`config.mk`:
```
export PLATFORM = sky130hd
export DESIGN_NAME = pecs_top
export DESIGN_NICKNAME = d
export VERILOG_FILES = /design/src/core/pecs_pkg.sv /design/src/core/pecs_qualify.sv /design/src/core/pecs_top.sv
export SDC_FILE = /design/constraint.sdc
export NUM_CORES = 1
export LEC_CHECK = 0
export BUFFER_PORTS_ARGS = -buffer_cell sky130_fd_sc_hd__buf_2
export CAP_MARGIN = 20
export CORE_ASPECT_RATIO = 0.8
export CORE_MARGIN = 10
export CORE_UTILIZATION = 50
export CTS_CLUSTER_SIZE = 20
export DETAILED_ROUTE_END_ITERATION = 8
export PLACE_DENSITY = 0.76
export SYNTH_ARGS = -nofsm -noshare
export SYNTH_HDL_FRONTEND = slang
export SYNTH_HIERARCHICAL = 1
export SYNTH_SLANG_ARGS = --single-unit
export TNS_END_PERCENT = 10
```
`constraint.sdc`:
```
create_clock -name clock -period 2.8 [get_ports clock]
set_clock_uncertainty 0.05 [all_clocks]
set_input_delay 0.28 -clock clock [delete_from_list [all_inputs] [get_ports clock]]
set_output_delay 0.28 -clock clock [all_outputs]
set_load 0.1 [all_outputs]
```
`src/core/pecs_pkg.sv`:
```
package pecs_pkg;
    // event numbers and unit masks
    localparam logic [7:0] EVT_CORE_REJECT = 8'h31;
    localparam logic [7:0] EVT_UNHALTED = 8'h3C;
    localparam logic [7:0] EVT_IFETCH = 8'h80;
    localparam logic [7:0] EVT_OFFCORE = 8'hB7;
    localparam logic [7:0] UMASK_00 = 8'h00;
    localparam logic [7:0] UMASK_01 = 8'h01;
    localparam logic [7:0] UMASK_02 = 8'h02;
    localparam logic [7:0] UMASK_03 = 8'h03;
    // default counter width, number of programmable counters and reference divider
    localparam int CNT_WIDTH_DEF = 48;
    localparam int NUM_PROG_DEF = 2;
    localparam int REF_DIV_DEF = 1;
    // reject cause vector positions
    localparam int RJ_L2Q_FULL = 0;
    localparam int RJ_XQ_BYPASS = 1;
    localparam int RJ_FAIRNESS = 2;
    localparam int RJ_EVICT_CONFLICT = 3;
    localparam int RJ_WIDTH = 4;
endpackage : pecs_pkg

```
`src/core/pecs_qualify.sv`:
```
`timescale 1ns/10ps
// one programmable counter: matches event number and unit mask to an occurrence
module pecs_qualify
    import pecs_pkg::*;
#(
    parameter int CNT_WIDTH = CNT_WIDTH_DEF
) (
    input wire logic clock, // core clock
    input wire logic rst_n, // synchronous reset, active low
    input wire logic [7:0] evt_sel, // configured event number
    input wire logic [7:0] umask, // configured unit mask
    input wire logic reject_pulse, // one qualifying queue reject this cycle
    input wire logic unhalted, // core not halted this cycle
    input wire logic ref_tick, // reference tick while unhalted
    input wire logic fetch_hit, // fetch served from icache
    input wire logic fetch_miss, // new fetch miss (first cycle only)
    input wire logic offcore_a, // qualified offcore response a
    input wire logic offcore_b, // qualified offcore response b
    output logic [CNT_WIDTH-1:0] count // counter value
);
    typedef struct packed {
        logic [CNT_WIDTH-1:0] cnt;
    } pecs_q_state_t;

    pecs_q_state_t st_reg;
    pecs_q_state_t st_next;
    logic hit;

    // event selection decode; unrecognised pairs never count
    always_comb begin
        hit = 1'b0;
        case (evt_sel)
            EVT_CORE_REJECT: hit = (umask == UMASK_00) && reject_pulse;
            EVT_UNHALTED: begin
                if (umask == UMASK_00) hit = unhalted;
                else if (umask == UMASK_01) hit = ref_tick;
            end
            EVT_IFETCH: begin
                if (umask == UMASK_01) hit = fetch_hit;
                else if (umask == UMASK_02) hit = fetch_miss;
                else if (umask == UMASK_03) hit = fetch_hit | fetch_miss;
            end
            EVT_OFFCORE: begin
                if (umask == UMASK_01) hit = offcore_a;
                else if (umask == UMASK_02) hit = offcore_b;
            end
            default: hit = 1'b0;
        endcase
    end

    // next counter value; wraps silently, no overflow flag is kept anywhere
    always_comb begin
        st_next = st_reg;
        if (hit) st_next.cnt = st_reg.cnt + {{(CNT_WIDTH-1){1'b0}}, 1'b1};
    end

    always_ff @(posedge clock) begin
        if (!rst_n) st_reg <= '0;
        else st_reg <= st_next;
    end

    assign count = st_reg.cnt;

    chk_sel_unknown: assert property (@(posedge clock) disable iff (!rst_n)
        (evt_sel == 8'h00) |=> (count == $past(count)))
        else $error("unrecognised event advanced the counter");
endmodule : pecs_qualify

```
`src/core/pecs_top.sv`:
```
// Contract
// - Event 31H mask 0 counts demand and first-level prefetch requests the shared queue rejects as full.
// - That event also counts requests turned away on bypass because the external queue was full.
// - Dropped second-level prefetcher requests never add to the reject count.
// - Rejects made for fairness toward the other core are counted even with free entries.
// - Dirty evictions rejected for an address conflict with a pending request or snoop are counted.
// - Event 3CH mask 0 counts each core cycle the core is not halted by the halt instruction.
// - Fixed counter one counts the same unhalted core-cycle condition.
// - Event 3CH mask 1 counts unhalted reference cycles at a rate independent of core frequency.
// - Fixed counter two counts the same unhalted reference-cycle condition.
// - Event 80H mask 1 counts fetches served from the instruction cache.
// - Event 80H mask 2 counts each fetch miss or memory-request fetch once, uncacheable included.
// - Event 80H mask 3 counts every fetch, uncacheable included.
// - Offcore events mask 1 and 2 count only as qualified by their own qualifier register.
// - The external queue sits between the shared queue and the outbound link, shared by a core pair.
`timescale 1ns/10ps
module pecs_top
    import pecs_pkg::*;
#(
    parameter int CNT_WIDTH = CNT_WIDTH_DEF,
    parameter int NUM_PROG = NUM_PROG_DEF,
    parameter int QUAL_WIDTH = 16
) (
    input wire logic clock, // core clock, 20 MHz
    input wire logic rst_n, // synchronous reset, active low
    input wire logic [NUM_PROG*8-1:0] evt_sel, // event number per counter
    input wire logic [NUM_PROG*8-1:0] umask, // unit mask per counter
    input wire logic req_valid, // core request presented to shared queue
    input wire logic req_is_l2_prefetch, // request is a second-level prefetch
    input wire logic req_is_dirty_evict, // request is a dirty first-level eviction
    input wire logic req_bypass_xq, // request would go straight to external queue
    input wire logic l2q_full, // shared queue full or nearly full
    input wire logic xq_full, // external queue full or nearly full
    input wire logic fair_block, // fairness arbiter blocks this core
    input wire logic addr_conflict, // eviction hits pending request or snoop
    input wire logic halted, // core halted by halt instruction
    input wire logic ref_clk_tick, // reference-rate tick, max-frequency equivalent
    input wire logic fetch_valid, // instruction fetch this cycle
    input wire logic fetch_hit, // fetch served from icache
    input wire logic fetch_miss_pending, // fetch miss outstanding (level)
    input wire logic ofc_resp_valid, // offcore response seen
    input wire logic [QUAL_WIDTH-1:0] ofc_resp_attr, // request type and response bits
    input wire logic [QUAL_WIDTH-1:0] ofc_qual_a, // offcore qualifier register a
    input wire logic [QUAL_WIDTH-1:0] ofc_qual_b, // offcore qualifier register b
    output logic req_reject, // request rejected in the previous cycle, registered
    output logic [NUM_PROG*CNT_WIDTH-1:0] prog_count, // programmable counters
    output logic [CNT_WIDTH-1:0] fixed_core_count, // fixed counter one
    output logic [CNT_WIDTH-1:0] fixed_ref_count // fixed counter two
);
    if (NUM_PROG < 1 || CNT_WIDTH < 2 || QUAL_WIDTH < 1) begin : g_bad
        $error("pecs_top: unsupported parameter values");
    end

    ////////////////////////////////////////////////////////////////////////////
    // state
    typedef struct packed {
        logic reject;
        logic reject_cnt;
        logic unhalted;
        logic ref_tick;
        logic fetch_hit;
        logic fetch_miss_new;
        logic miss_seen;
        logic ofc_a;
        logic ofc_b;
        logic [CNT_WIDTH-1:0] fix_core;
        logic [CNT_WIDTH-1:0] fix_ref;
    } pecs_state_t;

    pecs_state_t st_reg;
    pecs_state_t st_next;
    logic [RJ_WIDTH-1:0] rj_cause;

    // offcore match: any attribute bit that is also set in the qualifier
    function automatic logic ofc_match(input logic [QUAL_WIDTH-1:0] attr,
                                       input logic [QUAL_WIDTH-1:0] qual);
        ofc_match = |(attr & qual);
    endfunction : ofc_match

    ////////////////////////////////////////////////////////////////////////////
    // reject causes at the shared queue; bypass covers the external queue
    // behind it, which holds second-level misses for both cores
    always_comb begin
        rj_cause = '0;
        rj_cause[RJ_L2Q_FULL] = l2q_full;
        rj_cause[RJ_XQ_BYPASS] = req_bypass_xq && xq_full;
        rj_cause[RJ_FAIRNESS] = fair_block;
        rj_cause[RJ_EVICT_CONFLICT] = req_is_dirty_evict && addr_conflict;
    end

    // next state
    always_comb begin
        st_next = st_reg;
        st_next.reject = req_valid && (|rj_cause);
        // dropped second-level prefetches are not core rejects
        st_next.reject_cnt = req_valid && !req_is_l2_prefetch && (|rj_cause);
        st_next.unhalted = !halted;
        st_next.ref_tick = !halted && ref_clk_tick;
        st_next.fetch_hit = fetch_valid && fetch_hit;
        // edge of the pending level so a long miss counts once
        st_next.fetch_miss_new = fetch_miss_pending && !st_reg.miss_seen;
        st_next.miss_seen = fetch_miss_pending;
        st_next.ofc_a = ofc_resp_valid && ofc_match(ofc_resp_attr, ofc_qual_a);
        st_next.ofc_b = ofc_resp_valid && ofc_match(ofc_resp_attr, ofc_qual_b);
        if (!halted) st_next.fix_core = st_reg.fix_core + {{(CNT_WIDTH-1){1'b0}}, 1'b1};
        if (!halted && ref_clk_tick) begin
            st_next.fix_ref = st_reg.fix_ref + {{(CNT_WIDTH-1){1'b0}}, 1'b1};
        end
    end

    always_ff @(posedge clock) begin
        if (!rst_n) st_reg <= '0;
        else st_reg <= st_next;
    end

    assign req_reject = st_reg.reject;
    assign fixed_core_count = st_reg.fix_core;
    assign fixed_ref_count = st_reg.fix_ref;

    ////////////////////////////////////////////////////////////////////////////
    // programmable counters, each a registered count
    for (genvar i = 0; i < NUM_PROG; i++) begin : g_prog
        pecs_qualify #(
            .CNT_WIDTH(CNT_WIDTH)
        ) u_qual (
            .clock(clock),
            .rst_n(rst_n),
            .evt_sel(evt_sel[i*8 +: 8]),
            .umask(umask[i*8 +: 8]),
            .reject_pulse(st_reg.reject_cnt),
            .unhalted(st_reg.unhalted),
            .ref_tick(st_reg.ref_tick),
            .fetch_hit(st_reg.fetch_hit),
            .fetch_miss(st_reg.fetch_miss_new),
            .offcore_a(st_reg.ofc_a),
            .offcore_b(st_reg.ofc_b),
            .count(prog_count[i*CNT_WIDTH +: CNT_WIDTH])
        );
    end

    ////////////////////////////////////////////////////////////////////////////
    chk_reject_fair: assert property (@(posedge clock) disable iff (!rst_n)
        (req_valid && !req_is_l2_prefetch && fair_block) |=> st_reg.reject_cnt)
        else $error("fairness reject not counted");
    chk_reject_l2q: assert property (@(posedge clock) disable iff (!rst_n)
        (req_valid && !req_is_l2_prefetch && l2q_full) |=> st_reg.reject_cnt)
        else $error("full queue reject not counted");
    chk_reject_bypass: assert property (@(posedge clock) disable iff (!rst_n)
        (req_valid && req_bypass_xq && xq_full) |=> req_reject)
        else $error("bypass reject missing");
    chk_drop_prefetch: assert property (@(posedge clock) disable iff (!rst_n)
        (req_is_l2_prefetch) |=> !st_reg.reject_cnt)
        else $error("dropped prefetch counted");
    chk_evict_conflict: assert property (@(posedge clock) disable iff (!rst_n)
        (req_valid && !req_is_l2_prefetch && req_is_dirty_evict && addr_conflict)
        |=> st_reg.reject_cnt)
        else $error("conflicting eviction not counted");
    chk_fixed_core: assert property (@(posedge clock) disable iff (!rst_n)
        ##1 (st_reg.unhalted && $past(rst_n)) |-> (fixed_core_count != $past(fixed_core_count)))
        else $error("fixed core counter stalled while unhalted");
    chk_fixed_halt: assert property (@(posedge clock) disable iff (!rst_n)
        halted |=> (fixed_core_count == $past(fixed_core_count)))
        else $error("fixed core counter moved while halted");
    chk_fixed_ref: assert property (@(posedge clock) disable iff (!rst_n)
        (!halted && ref_clk_tick) |=> (fixed_ref_count == $past(fixed_ref_count) + 1'b1))
        else $error("fixed reference counter missed a tick");
    chk_miss_once: assert property (@(posedge clock) disable iff (!rst_n)
        st_reg.fetch_miss_new |=> !st_reg.fetch_miss_new)
        else $error("outstanding miss counted twice");
    chk_ref_halt: assert property (@(posedge clock) disable iff (!rst_n)
        halted |=> !st_reg.ref_tick)
        else $error("reference tick while halted");
endmodule : pecs_top

```
---- Yosys cells after proc, flatten, opt, wreduce, memory -nomap -nowiden ----
Cells that the tools add are included.
cells by class
  $add $sub $neg .......................... 4
  multipliers ............................. 0
  div/mod/pow operators ................... 0
  order comparisons ....................... 0
  equality and inequality tests ........... 14
  shift operators ......................... 0
  muxes and demuxes ....................... 16
  bitwise gates (word level) .............. 3
  reductions and logical operators ........ 20
operator list
  operator                                              number
  adder 48 x 1 -> 48 bit (second input constant)        4
  bitwise AND 16 bit                                    2
  equality test 8 x 2 -> 1 bit (second input constant)  4
  equality test 8 x 6 -> 1 bit (second input constant)  4
  equality test 8 bit (second input constant)           4
  OR reduction 16 bit                                   2
  equality test 8 x 1 -> 1 bit (second input constant)  2
  logical NOT 8 bit                                     2
  two-way mux 1 bit                                     14
  logical AND 1 bit                                     12
  case mux 1 bit (4 select lines)                       2
  OR reduction 4 bit                                    1
  logical NOT 1 bit                                     3
  OR 1 bit                                              1
storage, ports and cells
  bits in registers ....................... 201
  latch bits .............................. 0
  bits in writable memories ............... 0
  memory bits (read-only) ................. 0
  input port bits ......................... 96
  logic and storage cells ................. 70
  memories kept ........................... 0

---- Logic depth before layout (Yosys ltp) ----
Gate-level depths: netlist of run 1.
  depth after elaboration ................. 5
  gate-level depth with buffers ........... 7
  gate-level depth less buffers ........... 6

---- Cells and area by module ----
The synthesis of run 1 kept the hierarchy.
modules (own cells, without submodules)
  module        times used  cells each  area an instance (um^2)  sequential area each (um^2)
  pecs_qualify  2           360         3,024.2                  960.9
  pecs_top      1           643         5,576.6                  2,102.0

---- Least setup slack after synthesis of run 1 ----
OpenSTA, ideal clock, no wires.
  path kind ............................... register -> register
  from .................................... register g_prog[0].u_qual.st_reg, in the netlist g_prog[0].u_qual/count[5]
  to ...................................... register g_prog[0].u_qual.st_reg, in the netlist g_prog[0].u_qual/count[36]
  arrival time ............................ 2,739 ps
  data required time ...................... 2,678 ps
  slack ................................... -61 ps
  stages on the path, launching flop included .. 6
  buffers on the path ..................... 0
  period minus slack after synthesis ...... 2,861 ps
  cell sequence ........................... dfxtp_1 nand4_2 nor4_4 nand2_4 a2111oi_0 mux2i_1
on the way
  longest elaborated chain between the ends .. 1
ends and longest elaborated chain
  element                 line                source
  start, declared         pecs_qualify.sv:25  pecs_q_state_t st_reg;
  start signal, assigned  pecs_qualify.sv:59  else st_reg <= st_next;
  adder 48 x 1 -> 48 bit  pecs_qualify.sv:54  if (hit) st_next.cnt = st_reg.cnt + {{(CNT_WIDTH-1){1'b0}}, 1'b1};
No other way between the ends.
A chain may end at the register's enable or synchronous reset.

---- Worst setup path in the final report of run 1 ----
  from .................................... register st_reg, in the netlist fixed_core_count[1]
  to ...................................... register st_reg, in the netlist fixed_core_count[44]
on the way
  longest elaborated chain between the ends .. 1
ends and longest elaborated chain
  element                 line             source
  start, declared         pecs_top.sv:70   pecs_state_t st_reg;
  start signal, assigned  pecs_top.sv:113  else st_reg <= st_next;
  adder 48 x 1 -> 48 bit  pecs_top.sv:105  if (!halted) st_next.fix_core = st_reg.fix_core + {{(CNT_WIDTH-1){1'b0}}, 1'b1};
No other way between the ends.

==> summary.md, run 1 <==
| Metric | Value |
|---|---|
| Max reg flops | between 90 and 100 |
| Post-Syn Nets | roughly 1500 |
| DR vias | 10600 |
| Initial antenna violation count | 1 |
| Post-layout minimum cycle time | about 2.5 ns |
| Clock root buffer | clkbuf_16 |
| Cells on Worst Hold Path | 2 |
| Req. time, crit path | roughly 3.2 ns |
| Ant. Diodes | 0 |
| First-pass GRT wire length | about 53 mm |
| Lkg Pwr | between 5 and 6 nW |
| Clock Tree Buf Depth | 3 |
| Top FF cell, synth | dfxtp_1 |
| Post-synth EDFFs | 0 |
| Unrepaired setup endpoints after global routing | no |
| Clock transition at path regs | 0.06 ns |
| Async set-reset flop share out of synthesis | 0 |
| Avg Inst Size Synth | between 8 and 9 um2 |
| Slew @ Worst Pin | 0.996 ns |
| Post-synthesis compound-gate area fraction | 0.124 |
| Placed Instance Area | roughly 0.013 mm2 |
| Mapped Cells | between 1000 and 1500 |
| Layout area overhead | 17.0% |
| Antenna-violating nets left | 0 |
| Cell area after layout | ~0.014 mm2 |
| Post-synth design cell area | about 0.012 mm2 |
| Largest net degree at the start of global routing | 96 |
| Gr usage total | 0.213 |
| Detailed Place HPWL | roughly 25 mm |
| Nets@finish | around 1700 |
| CTS H-tree lvls | 1 |
| Worst r2r src | fixed_core_count[1] |
| Worst Setup End Kind | register |
| Share of layout cells above drive strength 1 | 0.264 |
| Endpoints failing setup | 0 |
| Die area | slightly below 0.03 mm2 |
| Max Cap Viol | 0 |
| IO Pins | roughly 290 |
| Critical path fanouts, max | 15 |
| Initial Utilization | 0.512 |
| Final Hold Fails | 0 |
| Seq/Total Area, Yosys | 0.346 |
| Most frequent cells in the layout | buf_2 (287), dfxtp_1 (192), nand2_1 (160) |
| Wirelength, routed | roughly 33 mm |
| Fin. max-slew vios | 0 |
| Post-synthesis xor/xnor area fraction | 0.0490 |
| GPL Wtd Cong | ~0.95 |
| CTS tree | built |
| Simple-Gate Fraction of Synth Area | 0.300 |
| Largest family of logic cells by synthesized area | simple AND/OR/NAND/NOR gates |
| Adder-Cell Fraction of Synth Area | 0.00431 |
| CP Class | register to register |
| Vias in the first global route | approximately 10000 |
| Min-Delay Path Class | input pin to register |
| Yosys warnings | 6 |
| Yosys reg bits | 201 |
| WL/cell | 17.8 um |
| Hold Path Origin | req_valid |
| Unique masters post-synth | 60 |
| Row count | 49 |
| Via-per-instance ratio | 5.64 |
| Drt pass-1 iters | 6 |
| Slew Limit Headroom | 0.334 |
| Hold slack | between 0.01 and 0.015 ns |
| Fill count | roughly 2000 |
| # DRC | 0 |
| Hold Path End | req_reject |
| Worst path arrival time | 2.87 ns |
| Multiplexer share of the synthesized area | 0.0835 |
| R2r setup slk | around 0.31 ns |
| Port buffer count | 288 |
| Fin util | 0.600 |
| Period utilization | 0.889 |
| Type of origin of the critical path | register |
| Cells on worst reg2reg path | 7 |
| Peak supply drop | 0.530 mV |
| Drt initial violations | about 900 |
| Commonest non-fill, non-tap cell in the layout | buf_2 |
| Outcome | completed |
| Die width | ~190 um |
| Core area | 0.0227 mm2 |
| Max Freq | approximately 400 MHz |
| Total gr overflow | 0 |
| Clock sinks | ~200 |
| Die Ht | about 160 um |
| CTS Buf Count | 23 |
| Clock Latency Late Sink | ~0.51 ns |
| Post-CTS sizing | 0 |
| Setup TNS | 0 ns |
| PwrDens | 460 mW/mm2 |
| R2r endpoint | fixed_core_count[44] |
## critical path: stages, from the launching register on
cell and delay (ns):
dfxtp_1 0.42, ha_1 0.19, nand4b_1 0.18, nor4_1 0.30
buf_4 0.24, nand2_1 0.29, or4_1 0.59, a21oi_1 0.14
## Yosys cell counts, types with 6 or more instances
cell type	number	area share
nand4b_1	7	0.0053
o21ai_0	18	0.0077
buf_4	96	0.062
clkbuf_1	45	0.015
o31ai_1	11	0.0071
a21oi_1	67	0.029
nor4_4	6	0.011
xnor2_1	28	0.021
a21boi_0	10	0.0065
nor3_1	7	0.0030
mux2i_1	97	0.084
xor2_1	37	0.028
a22o_1	7	0.0053
a221oi_1	6	0.0045
inv_1	28	0.0090
or4_1	16	0.010
or3_1	14	0.0075
dfxtp_1	201	0.35
a2111oi_0	8	0.0060
nand3b_1	10	0.0065
nand3_1	82	0.035
nor2_1	84	0.027
and3_1	21	0.011
nor4_1	8	0.0043
and4_1	14	0.011
a22oi_1	6	0.0039
a211oi_1	22	0.014
nand4_1	52	0.028
and2_1	21	0.011
nand2_1	160	0.052
nand2b_1	83	0.045
buf_2	8	0.0034
a2111oi_2	14	0.018
## power by group
group	leakage [nW]	internal (mW)	switching (mW)	total (mW)
sequential	1.63	2.87	0.0150	2.89
combinational	3.52	0.122	0.207	0.329
clock	0.372	1.85	1.18	3.04
total	5.51	4.85	1.41	6.25
## repair_timing
| action | CTS | global route |
|---|---|---|
| endpoints found under the hold margin | 3 | 0 |
| hold buffers | 4 | 0 |
| setup buffers | 0 | 0 |
## area by class of cell
type | count | area, um2 | share of cell area
repair buffers | 331 | 1810 | 0.133
clock inverters | 4 | 73.8 | 0.00543
inverters | 28 | 105 | 0.00773
multi-input cells | 978 | 6520 | 0.479
well taps | 306 | 383 | 0.0281
flip-flops and latches | 201 | 4040 | 0.297
clock buffers | 36 | 684 | 0.0503
## per-stage QoR
stage / setup slack (ns) / std cells / total power [mW]
6_report: 0.312 / 1884 / 6.25
2_1_floorplan: -0.00161 / 1363 / 3.14
5_1_grt: 0.0218 / 1884 / 6.46
3_5_place_dp: 0.200 / 1840 / 3.27
4_1_cts: 0.305 / 1884 / 6.33
3_3_place_gp: 0.297 / 1840 / 3.27
## layer usage
layer,track usage,part of all wire,vias up
met2,0.344,0.46,379
met5,0,0.00039,-
met1,0.283,0.44,5027
met4,0.0472,0.016,2
li1,-,-,5181
met3,0.0520,0.085,41
## worst max path at each step
stage	from	to	slack, ns	depth (start not counted)
after global placement	umask[15]	g_prog[1].u_qual/count[42]	0.30	7
after floorplan	g_prog[1].u_qual/count[10]	g_prog[1].u_qual/count[36]	-0.002	5
final	fixed_core_count[1]	fixed_core_count[44]	0.31	7
after CTS	fixed_core_count[1]	fixed_core_count[44]	0.30	7
after global routing	fixed_core_count[1]	fixed_core_count[46]	0.02	7
after detailed placement	umask[7]	g_prog[0].u_qual/count[38]	0.20	7
## cells by family (layout without fill, tap and decap cells)
kind of cell / count (synthesis) / after routing
simple gates: 619 / 619
flops: 201 / 201
compound gates: 193 / 193
buf+inv: 184 / 399
mux: 97 / 97
xor+xnor: 65 / 65
fa+ha+maj: 4 / 4
(Power assumes the default switching activity.)
==> inputs of run 2 (changes only) <==
CORE_UTILIZATION = 35   (was 50)
PLACE_DENSITY = not set   (was 0.76)
REMOVE_ABC_BUFFERS = 1   (was not set)
==> run 2 against run 1 <==
Compared with the run above: fmax is 0.78% higher; die area is 37% higher; sequential power hardly changed; combinational power is 2% higher; worst hold slack better by 0.062 ns; non-clock buffer count stayed put; critical path depth is 1 lower; clock-buffer cell count is 1 lower; first-iteration DRC count is 28% lower; cell count is 6.6% higher; setup slack better by 0.019 ns; highest routed layer is now met4.
==> summary.md, run 2 (same netlist as run 1, synthesis figures left out) <==
| Metric | Value |
|---|---|
| Layout area overhead | 18.7% |
| Combinational power share | 0.051 (-0.002) |
| Die area | 0.0409 mm2 (+37%) |
| CTS Buf Count | 25 (+8.7%) |
| Slew Limit Headroom | 0.361 (+0.0278) |
| Most frequent cells in the layout | buf_2 (287), dfxtp_1 (201), nand2_1 (160) |
| Initial Utilization | 0.356 (-0.156) |
| Vias in the first global route | 10100 (+1.5%) |
| Lkg Pwr | 5.54 nW (+0.50%) |
| Final worst slack | 0.331 ns (+0.0192 ns) |
| Core area | 0.0326 mm2 (+44%) |
| Row count | 59 (+20%) |
| CP max-delay cell | or4_1 |
| Max reg flops | 96 (unchanged) |
| Sequential Power Share | 0.444 (-0.018) |
| Psw | 1.49 mW (+5.7%) |
| Cells on worst reg2reg path | 6 (-1) |
| Commonest non-fill, non-tap cell in the layout | buf_2 |
| GPL Wtd Cong | 0.873 (-8.1%) |
| WL/cell | 17.6 um (-0.86%) |
| Hold Path Origin | fetch_hit |
| Unrepaired setup endpoints after global routing | no |
| Wirelength, routed | 35.4 mm (+5.7%) |
| # DRC | 0 (unchanged) |
| Pint | 5.02 mW (+3.5%) |
| CP peak stage delay | 0.60 ns (about the same) |
| Drt initial violations | 651 (-28%) |
| Drt pass-1 iters | 5 (-1) |
| Peak supply drop | 0.521 mV (-1.7%) |
| CTS H-tree lvls | 1 (unchanged) |
| Nets@finish | 1665 (+0.12%) |
| Antenna-violating nets left | 0 (unchanged) |
| Worst Setup End Kind | register |
| DR vias | 10500 (-1.1%) |
| Max Cap Viol | 0 (unchanged) |
| Post-layout minimum cycle time | 2.47 ns (-0.0192 ns) |
| R2r endpoint | fixed_core_count[44] |
| R2r setup slk | 0.33 ns (+0.02 ns) |
| Outcome | completed |
| Type of origin of the critical path | register |
| Fill count | 3332 (+68%) |
| Endpoints failing setup | 0 (unchanged) |
| CTS tree | built |
| Final Hold Fails | 0 (unchanged) |
| IO Pins | 289 (unchanged) |
| Clock Power Share | 0.505 (+0.019) |
| Share of layout cells above drive strength 1 | 0.259 (-0.00430) |
| Largest net degree at the start of global routing | 141 (+47%) |
| Port buffer count | 288 (unchanged) |
| PwrDens | 471 mW/mm2 (+2.5%) |
| Clock Tree Buf Depth | 3 (unchanged) |
| Dpl cells | 1960 (+6.5%) |
| Clock Latency Late Sink | 0.53 ns (+0.02 ns) |
| Clock sinks | 201 (unchanged) |
| Initial antenna violation count | 1 (unchanged) |
| Req. time, crit path | 3.21 ns (+0.03 ns) |
| Detailed Place HPWL | 26.9 mm (+6.1%) |
| Gr usage total | 0.162 (-0.0510) |
| Period utilization | 0.882 (-0.00687) |
| Cells on Worst Hold Path | 2 (unchanged) |
| Clock root buffer | clkbuf_16 |
| Worst r2r src | fixed_core_count[1] |
| Min-Delay Path Class | input pin to register |
| Hold slack | 0.0745 ns (+0.0618 ns) |
| Post-Layout Cell Count | 2009 (+6.6%) |
| Total gr overflow | 0 (unchanged) |
| Max Freq | 405 MHz (+0.78%) |
| Switching part of the total | 0.229 (+0.00363) |
| Die width | 224 um (+17%) |
| Design Power | 6.50 mW (+4.0%) |
| Clock transition at path regs | 0.06 ns (about the same) |
| CP Class | register to register |
| First-pass GRT wire length | 55.8 mm (+4.4%) |
| Pre-CTS WS | 0.208 ns (+0.00788 ns) |
| Fin. max-slew vios | 0 (unchanged) |
| Die Ht | 183 um (+17%) |
| Slew @ Worst Pin | 0.954 ns (-0.0416 ns) |
| Via-per-instance ratio | 5.24 (-7.2%) |
| Crit path cell chain | ha_1 -> nand4b_1 -> nor4_1 -> nand2_1 -> or4_1 -> a21oi_1 |
| Critical path fanouts, max | 15 (unchanged) |
| Hold Path End | st_reg[100] |
| Worst path arrival time | 2.87 ns (about the same) |
[run 2: metrics by stage]
stage	TNS, ns	util	area [um2]
after floorplan	-16.23	-	10600
after global placement	0	0.396	12900
after detailed placement	0	0.396	12900
after CTS	0	0.423	13800
after global routing	0	0.423	13800
final	0	0.423	13800
[run 2: power by group through the flow]
stage,Combinational (mW),Clock [mW],Sequential (mW)
2_1_floorplan,0.104,0,2.99
3_3_place_gp,0.326,0,2.95
3_5_place_dp,0.331,0,2.95
4_1_cts,0.338,3.39,2.88
5_1_grt,0.365,3.51,2.88
6_report,0.335,3.28,2.88
[run 2: metal layers]
metal | wire, um | global-route usage
met3 | 2530 | 0.0485
met4 | 485 | 0.0281
met1 | 16100 | 0.211
met5 | 0 | 0
met2 | 16300 | 0.264
[run 2: what timing repair did]
| action | in CTS | in global routing |
|---|---|---|
| resized for setup | 0 | 0 |
| endpoints found under the hold margin | 5 | 0 |
| buffers inserted | 0 | 0 |
| hold buffers | 5 | 0 |
[run 2: layout make-up]
cell class,count,area (um2),area share
diodes,1,2.50,0.000181
clock buffers,35,703,0.0509
clock inverters,8,123,0.00888
inverters,28,105,0.00761
multi-input cells,978,6520,0.472
flip-flops and latches,201,4020,0.291
well taps,427,534,0.0387
repair buffers,331,1800,0.130
[run 2: worst max path at each step]
stage,endpoint,startpoint,slack (ns),depth (start not counted)
5_1_grt,fixed_core_count[44],fixed_core_count[1],0.12,6
2_1_floorplan,fixed_core_count[44],fixed_core_count[0],-0.89,6
4_1_cts,fixed_core_count[44],fixed_core_count[1],0.29,6
6_report,fixed_core_count[44],fixed_core_count[1],0.33,6
3_5_place_dp,g_prog[1].u_qual/count[25],umask[15],0.21,6
3_3_place_gp,g_prog[0].u_qual/count[39],umask[7],0.34,7
[run 2: worst max-delay path: cells and delay by family, from the launching register on]
kind | cells | cell delay, ns
compound gates | 1 | 0.16
simple gates | 4 | 1.59
fa+ha+maj | 1 | 0.19
flops | 1 | 0.40
==> inputs of run 3 (changes only) <==
RECOVER_POWER = 50   (was not set)
==> run 3 against run 2 <==
Compared with the run above: the flow now finishes with violations (capacitance limit, slew limit); largest cell class unchanged; sequential share of layout area grew 0.52 points; die area is the same; utilization shrank 0.75 points; largest power group unchanged; first-iteration DRC count grew 1.5%; combinational power is essentially flat.
==> summary.md, run 3 (same netlist as run 1, synthesis figures left out) <==
| Metric | Value |
|---|---|
| Total gr overflow | 0 (unchanged) |
| Unrepaired setup endpoints after global routing | no |
| Failing checks | capacitance limit, slew limit |
| Slew @ Worst Pin | 2.41 ns (+1.46 ns) |
| CP peak stage delay | 1.63 ns (+1.03 ns) |
| Drt initial violations | 661 (+1.5%) |
| Slew Limit Headroom | -0.606 (-0.968) |
| Cell area after layout | 0.0136 mm2 (-1.8%) |
| Die Ht | 183 um (unchanged) |
| Die width | 224 um (unchanged) |
| Type of origin of the critical path | input pin |
| Peak supply drop | 0.548 mV (+5.3%) |
| Max Freq | 403 MHz (-0.46%) |
| IO Pins | 289 (unchanged) |
| Row count | 59 (unchanged) |
| Met2 WL | 16.3 mm (-0.36%) |
| Drt pass-1 iters | 7 (+2) |
| CP max-delay cell | buf_2 |
| Core area | 0.0326 mm2 (unchanged) |
| WL/cell | 17.6 um (+0.11%) |
| Initial antenna violation count | 1 (unchanged) |
| Antenna-violating nets left | 0 (unchanged) |
| Fin. max-slew vios | 191 (+191) |
| FF+latch area | 0.00402 mm2 (unchanged) |
| Cells on worst reg2reg path | 6 (unchanged) |
| R2r endpoint | fixed_core_count[44] |
| First-pass GRT wire length | 55.8 mm (unchanged) |
| CTS tree | built |
| Clock transition at path regs | 0.06 ns (about the same) |
| PwrDens | 480 mW/mm2 (+1.8%) |
| Req. time, crit path | 3.18 ns (-0.03 ns) |
| Clock Latency Late Sink | 0.52 ns (about the same) |
| CTS Buf Count | 25 (unchanged) |
| # DRC | 0 (unchanged) |
| Highest Signal Layer | met4 |
| Crit path cell chain | buf_6 -> buf_2 -> inv_1 -> a211oi_1 |
| Worst r2r src | fixed_core_count[1] |
| Worst Setup End Kind | register |
| Clock Tree Buf Depth | 3 (unchanged) |
| Crit path from | rst_n |
| Nets@finish | 1665 (unchanged) |
| Hold slack | 0.0479 ns (-0.0265 ns) |
| Met3 WL | 2.70 mm (+6.8%) |
| Layout area overhead | 16.7% |
| Wl on met1 | 16.0 mm (-0.39%) |
| Wirelength, routed | 35.4 mm (+0.11%) |
| Endpoints failing setup | 0 (unchanged) |
| Max reg flops | 96 (unchanged) |
| Gr usage total | 0.162 (unchanged) |
| Post-CTS sizing | 0 (unchanged) |
| Hold Path Origin | fetch_hit |
| Pre-CTS WS | 0.208 ns (unchanged) |
| Largest net degree at the start of global routing | 141 (unchanged) |
| Final Hold Fails | 0 (unchanged) |
| Port buffer count | 288 (unchanged) |
| Setup TNS | 0 ns (unchanged) |
| Footprint of the multi-input gates | 0.00652 mm2 (unchanged) |
| Clock sinks | 201 (unchanged) |
| Die area | 0.0409 mm2 (unchanged) |
| Placed Instance Area | 0.0129 mm2 (unchanged) |
| CP top delay family | buffers and inverters |
| Initial Utilization | 0.356 (unchanged) |
| DR vias | 10500 (+0.13%) |
| R2r setup slk | 0.33 ns (about the same) |
| Hold Path End | st_reg[100] |
| Fill count | 3433 (+3.0%) |
| Final worst slack | 0.319 ns (-0.0113 ns) |
| Max Cap Viol | 2 (+2) |
| Cells on Worst Hold Path | 2 (unchanged) |
| Period utilization | 0.886 (+0.00404) |
| Most frequent cells in the layout | dfxtp_1 (201), clkbuf_1 (177), nand2_1 (160) |
| Worst path arrival time | 2.86 ns (about the same) |
| Min-Delay Path Class | input pin to register |
| CTS H-tree lvls | 1 (unchanged) |
| Vias in the first global route | 10100 (unchanged) |
| CP Class | input pin to register |
| Detailed Place HPWL | 26.9 mm (unchanged) |
| GPL Wtd Cong | 0.873 (unchanged) |
| Commonest non-fill, non-tap cell in the layout | dfxtp_1 |
| Clock root buffer | clkbuf_16 |
| Critical path fanouts, max | 140 (+125) |
| Lkg Pwr | 4.78 nW (-14%) |
| Worst path buffer plus inverter count | 3 (+3) |
| Outcome | finished with violations |
| Post-layout minimum cycle time | 2.48 ns (+0.0113 ns) |
| Share of layout cells above drive strength 1 | 0.151 (-0.109) |
| Via-per-instance ratio | 5.24 (+0.13%) |
[run 3: changes by cell type in the layout (fill, tap and decap cells not counted)]
cell,before,now
buf_2,287,123
inv_2,1,0
inv_1,27,28
buf_4,37,31
clkbuf_1,6,177
buf_12,1,0
[run 3: worst max-delay path by stage]
stage / endpoint / slack [ns] / depth (start not counted)
6_report: g_prog[0].u_qual/count[14] / 0.32 / 4
5_1_grt: g_prog[0].u_qual/count[14] / 0.07 / 4
4_1_cts: fixed_core_count[44] / 0.29 / 6
3_5_place_dp: g_prog[1].u_qual/count[25] / 0.21 / 6
3_3_place_gp: g_prog[0].u_qual/count[39] / 0.34 / 7
2_1_floorplan: fixed_core_count[44] / -0.89 / 6
[run 3: cell type report]
type / count / share of cell area
antenna: 1 / 0.000185
multi-input combinational: 978 / 0.481
timing repair buffer: 331 / 0.114
sequential: 201 / 0.297
clock inverter: 8 / 0.00904
clock buffer: 35 / 0.0519
tap: 427 / 0.0394
inverter: 28 / 0.00775
[run 3: repair_timing]
| item | in CTS | in global routing |
|---|---|---|
| setup buffers | 0 | 0 |
| hold buffers | 5 | 0 |
| setup endpoints to repair | 0 | 0 |
| hold endpoints to repair | 5 | 0 |
[run 3: per-layer routing]
layer,GRT usage,up-vias
li1,-,5184
met2,0.264,293
met4,0.0281,0
met3,0.0485,41
met5,0,-
met1,0.211,5014
[run 3: power by group]
part	internal (mW)	switching (mW)	leakage [nW]
Clock	2.02	1.27	0.407
Sequential	2.87	0.0122	1.62
Combinational	0.124	0.210	2.76
[run 3: worst register-to-register path: stages (launching register included)]
cell and delay, ns:
dfxtp_1 0.40, ha_1 0.19, nand4b_1 0.17, nor4_1 0.41, nand2_1 0.41, or4_1 0.60, a21oi_1 0.16
[run 3: metrics by stage]
| stage | power [mW] | utilization | std cells |
|---|---|---|---|
| finish | 6.51 | 0.416 | 2009 |
| global route | 6.76 | 0.416 | 2008 |
| CTS | 6.61 | 0.423 | 2008 |
| detailed placement | 3.28 | 0.396 | 1960 |
| global placement | 3.27 | 0.396 | 1960 |
| floorplan | 3.09 | - | 1207 |
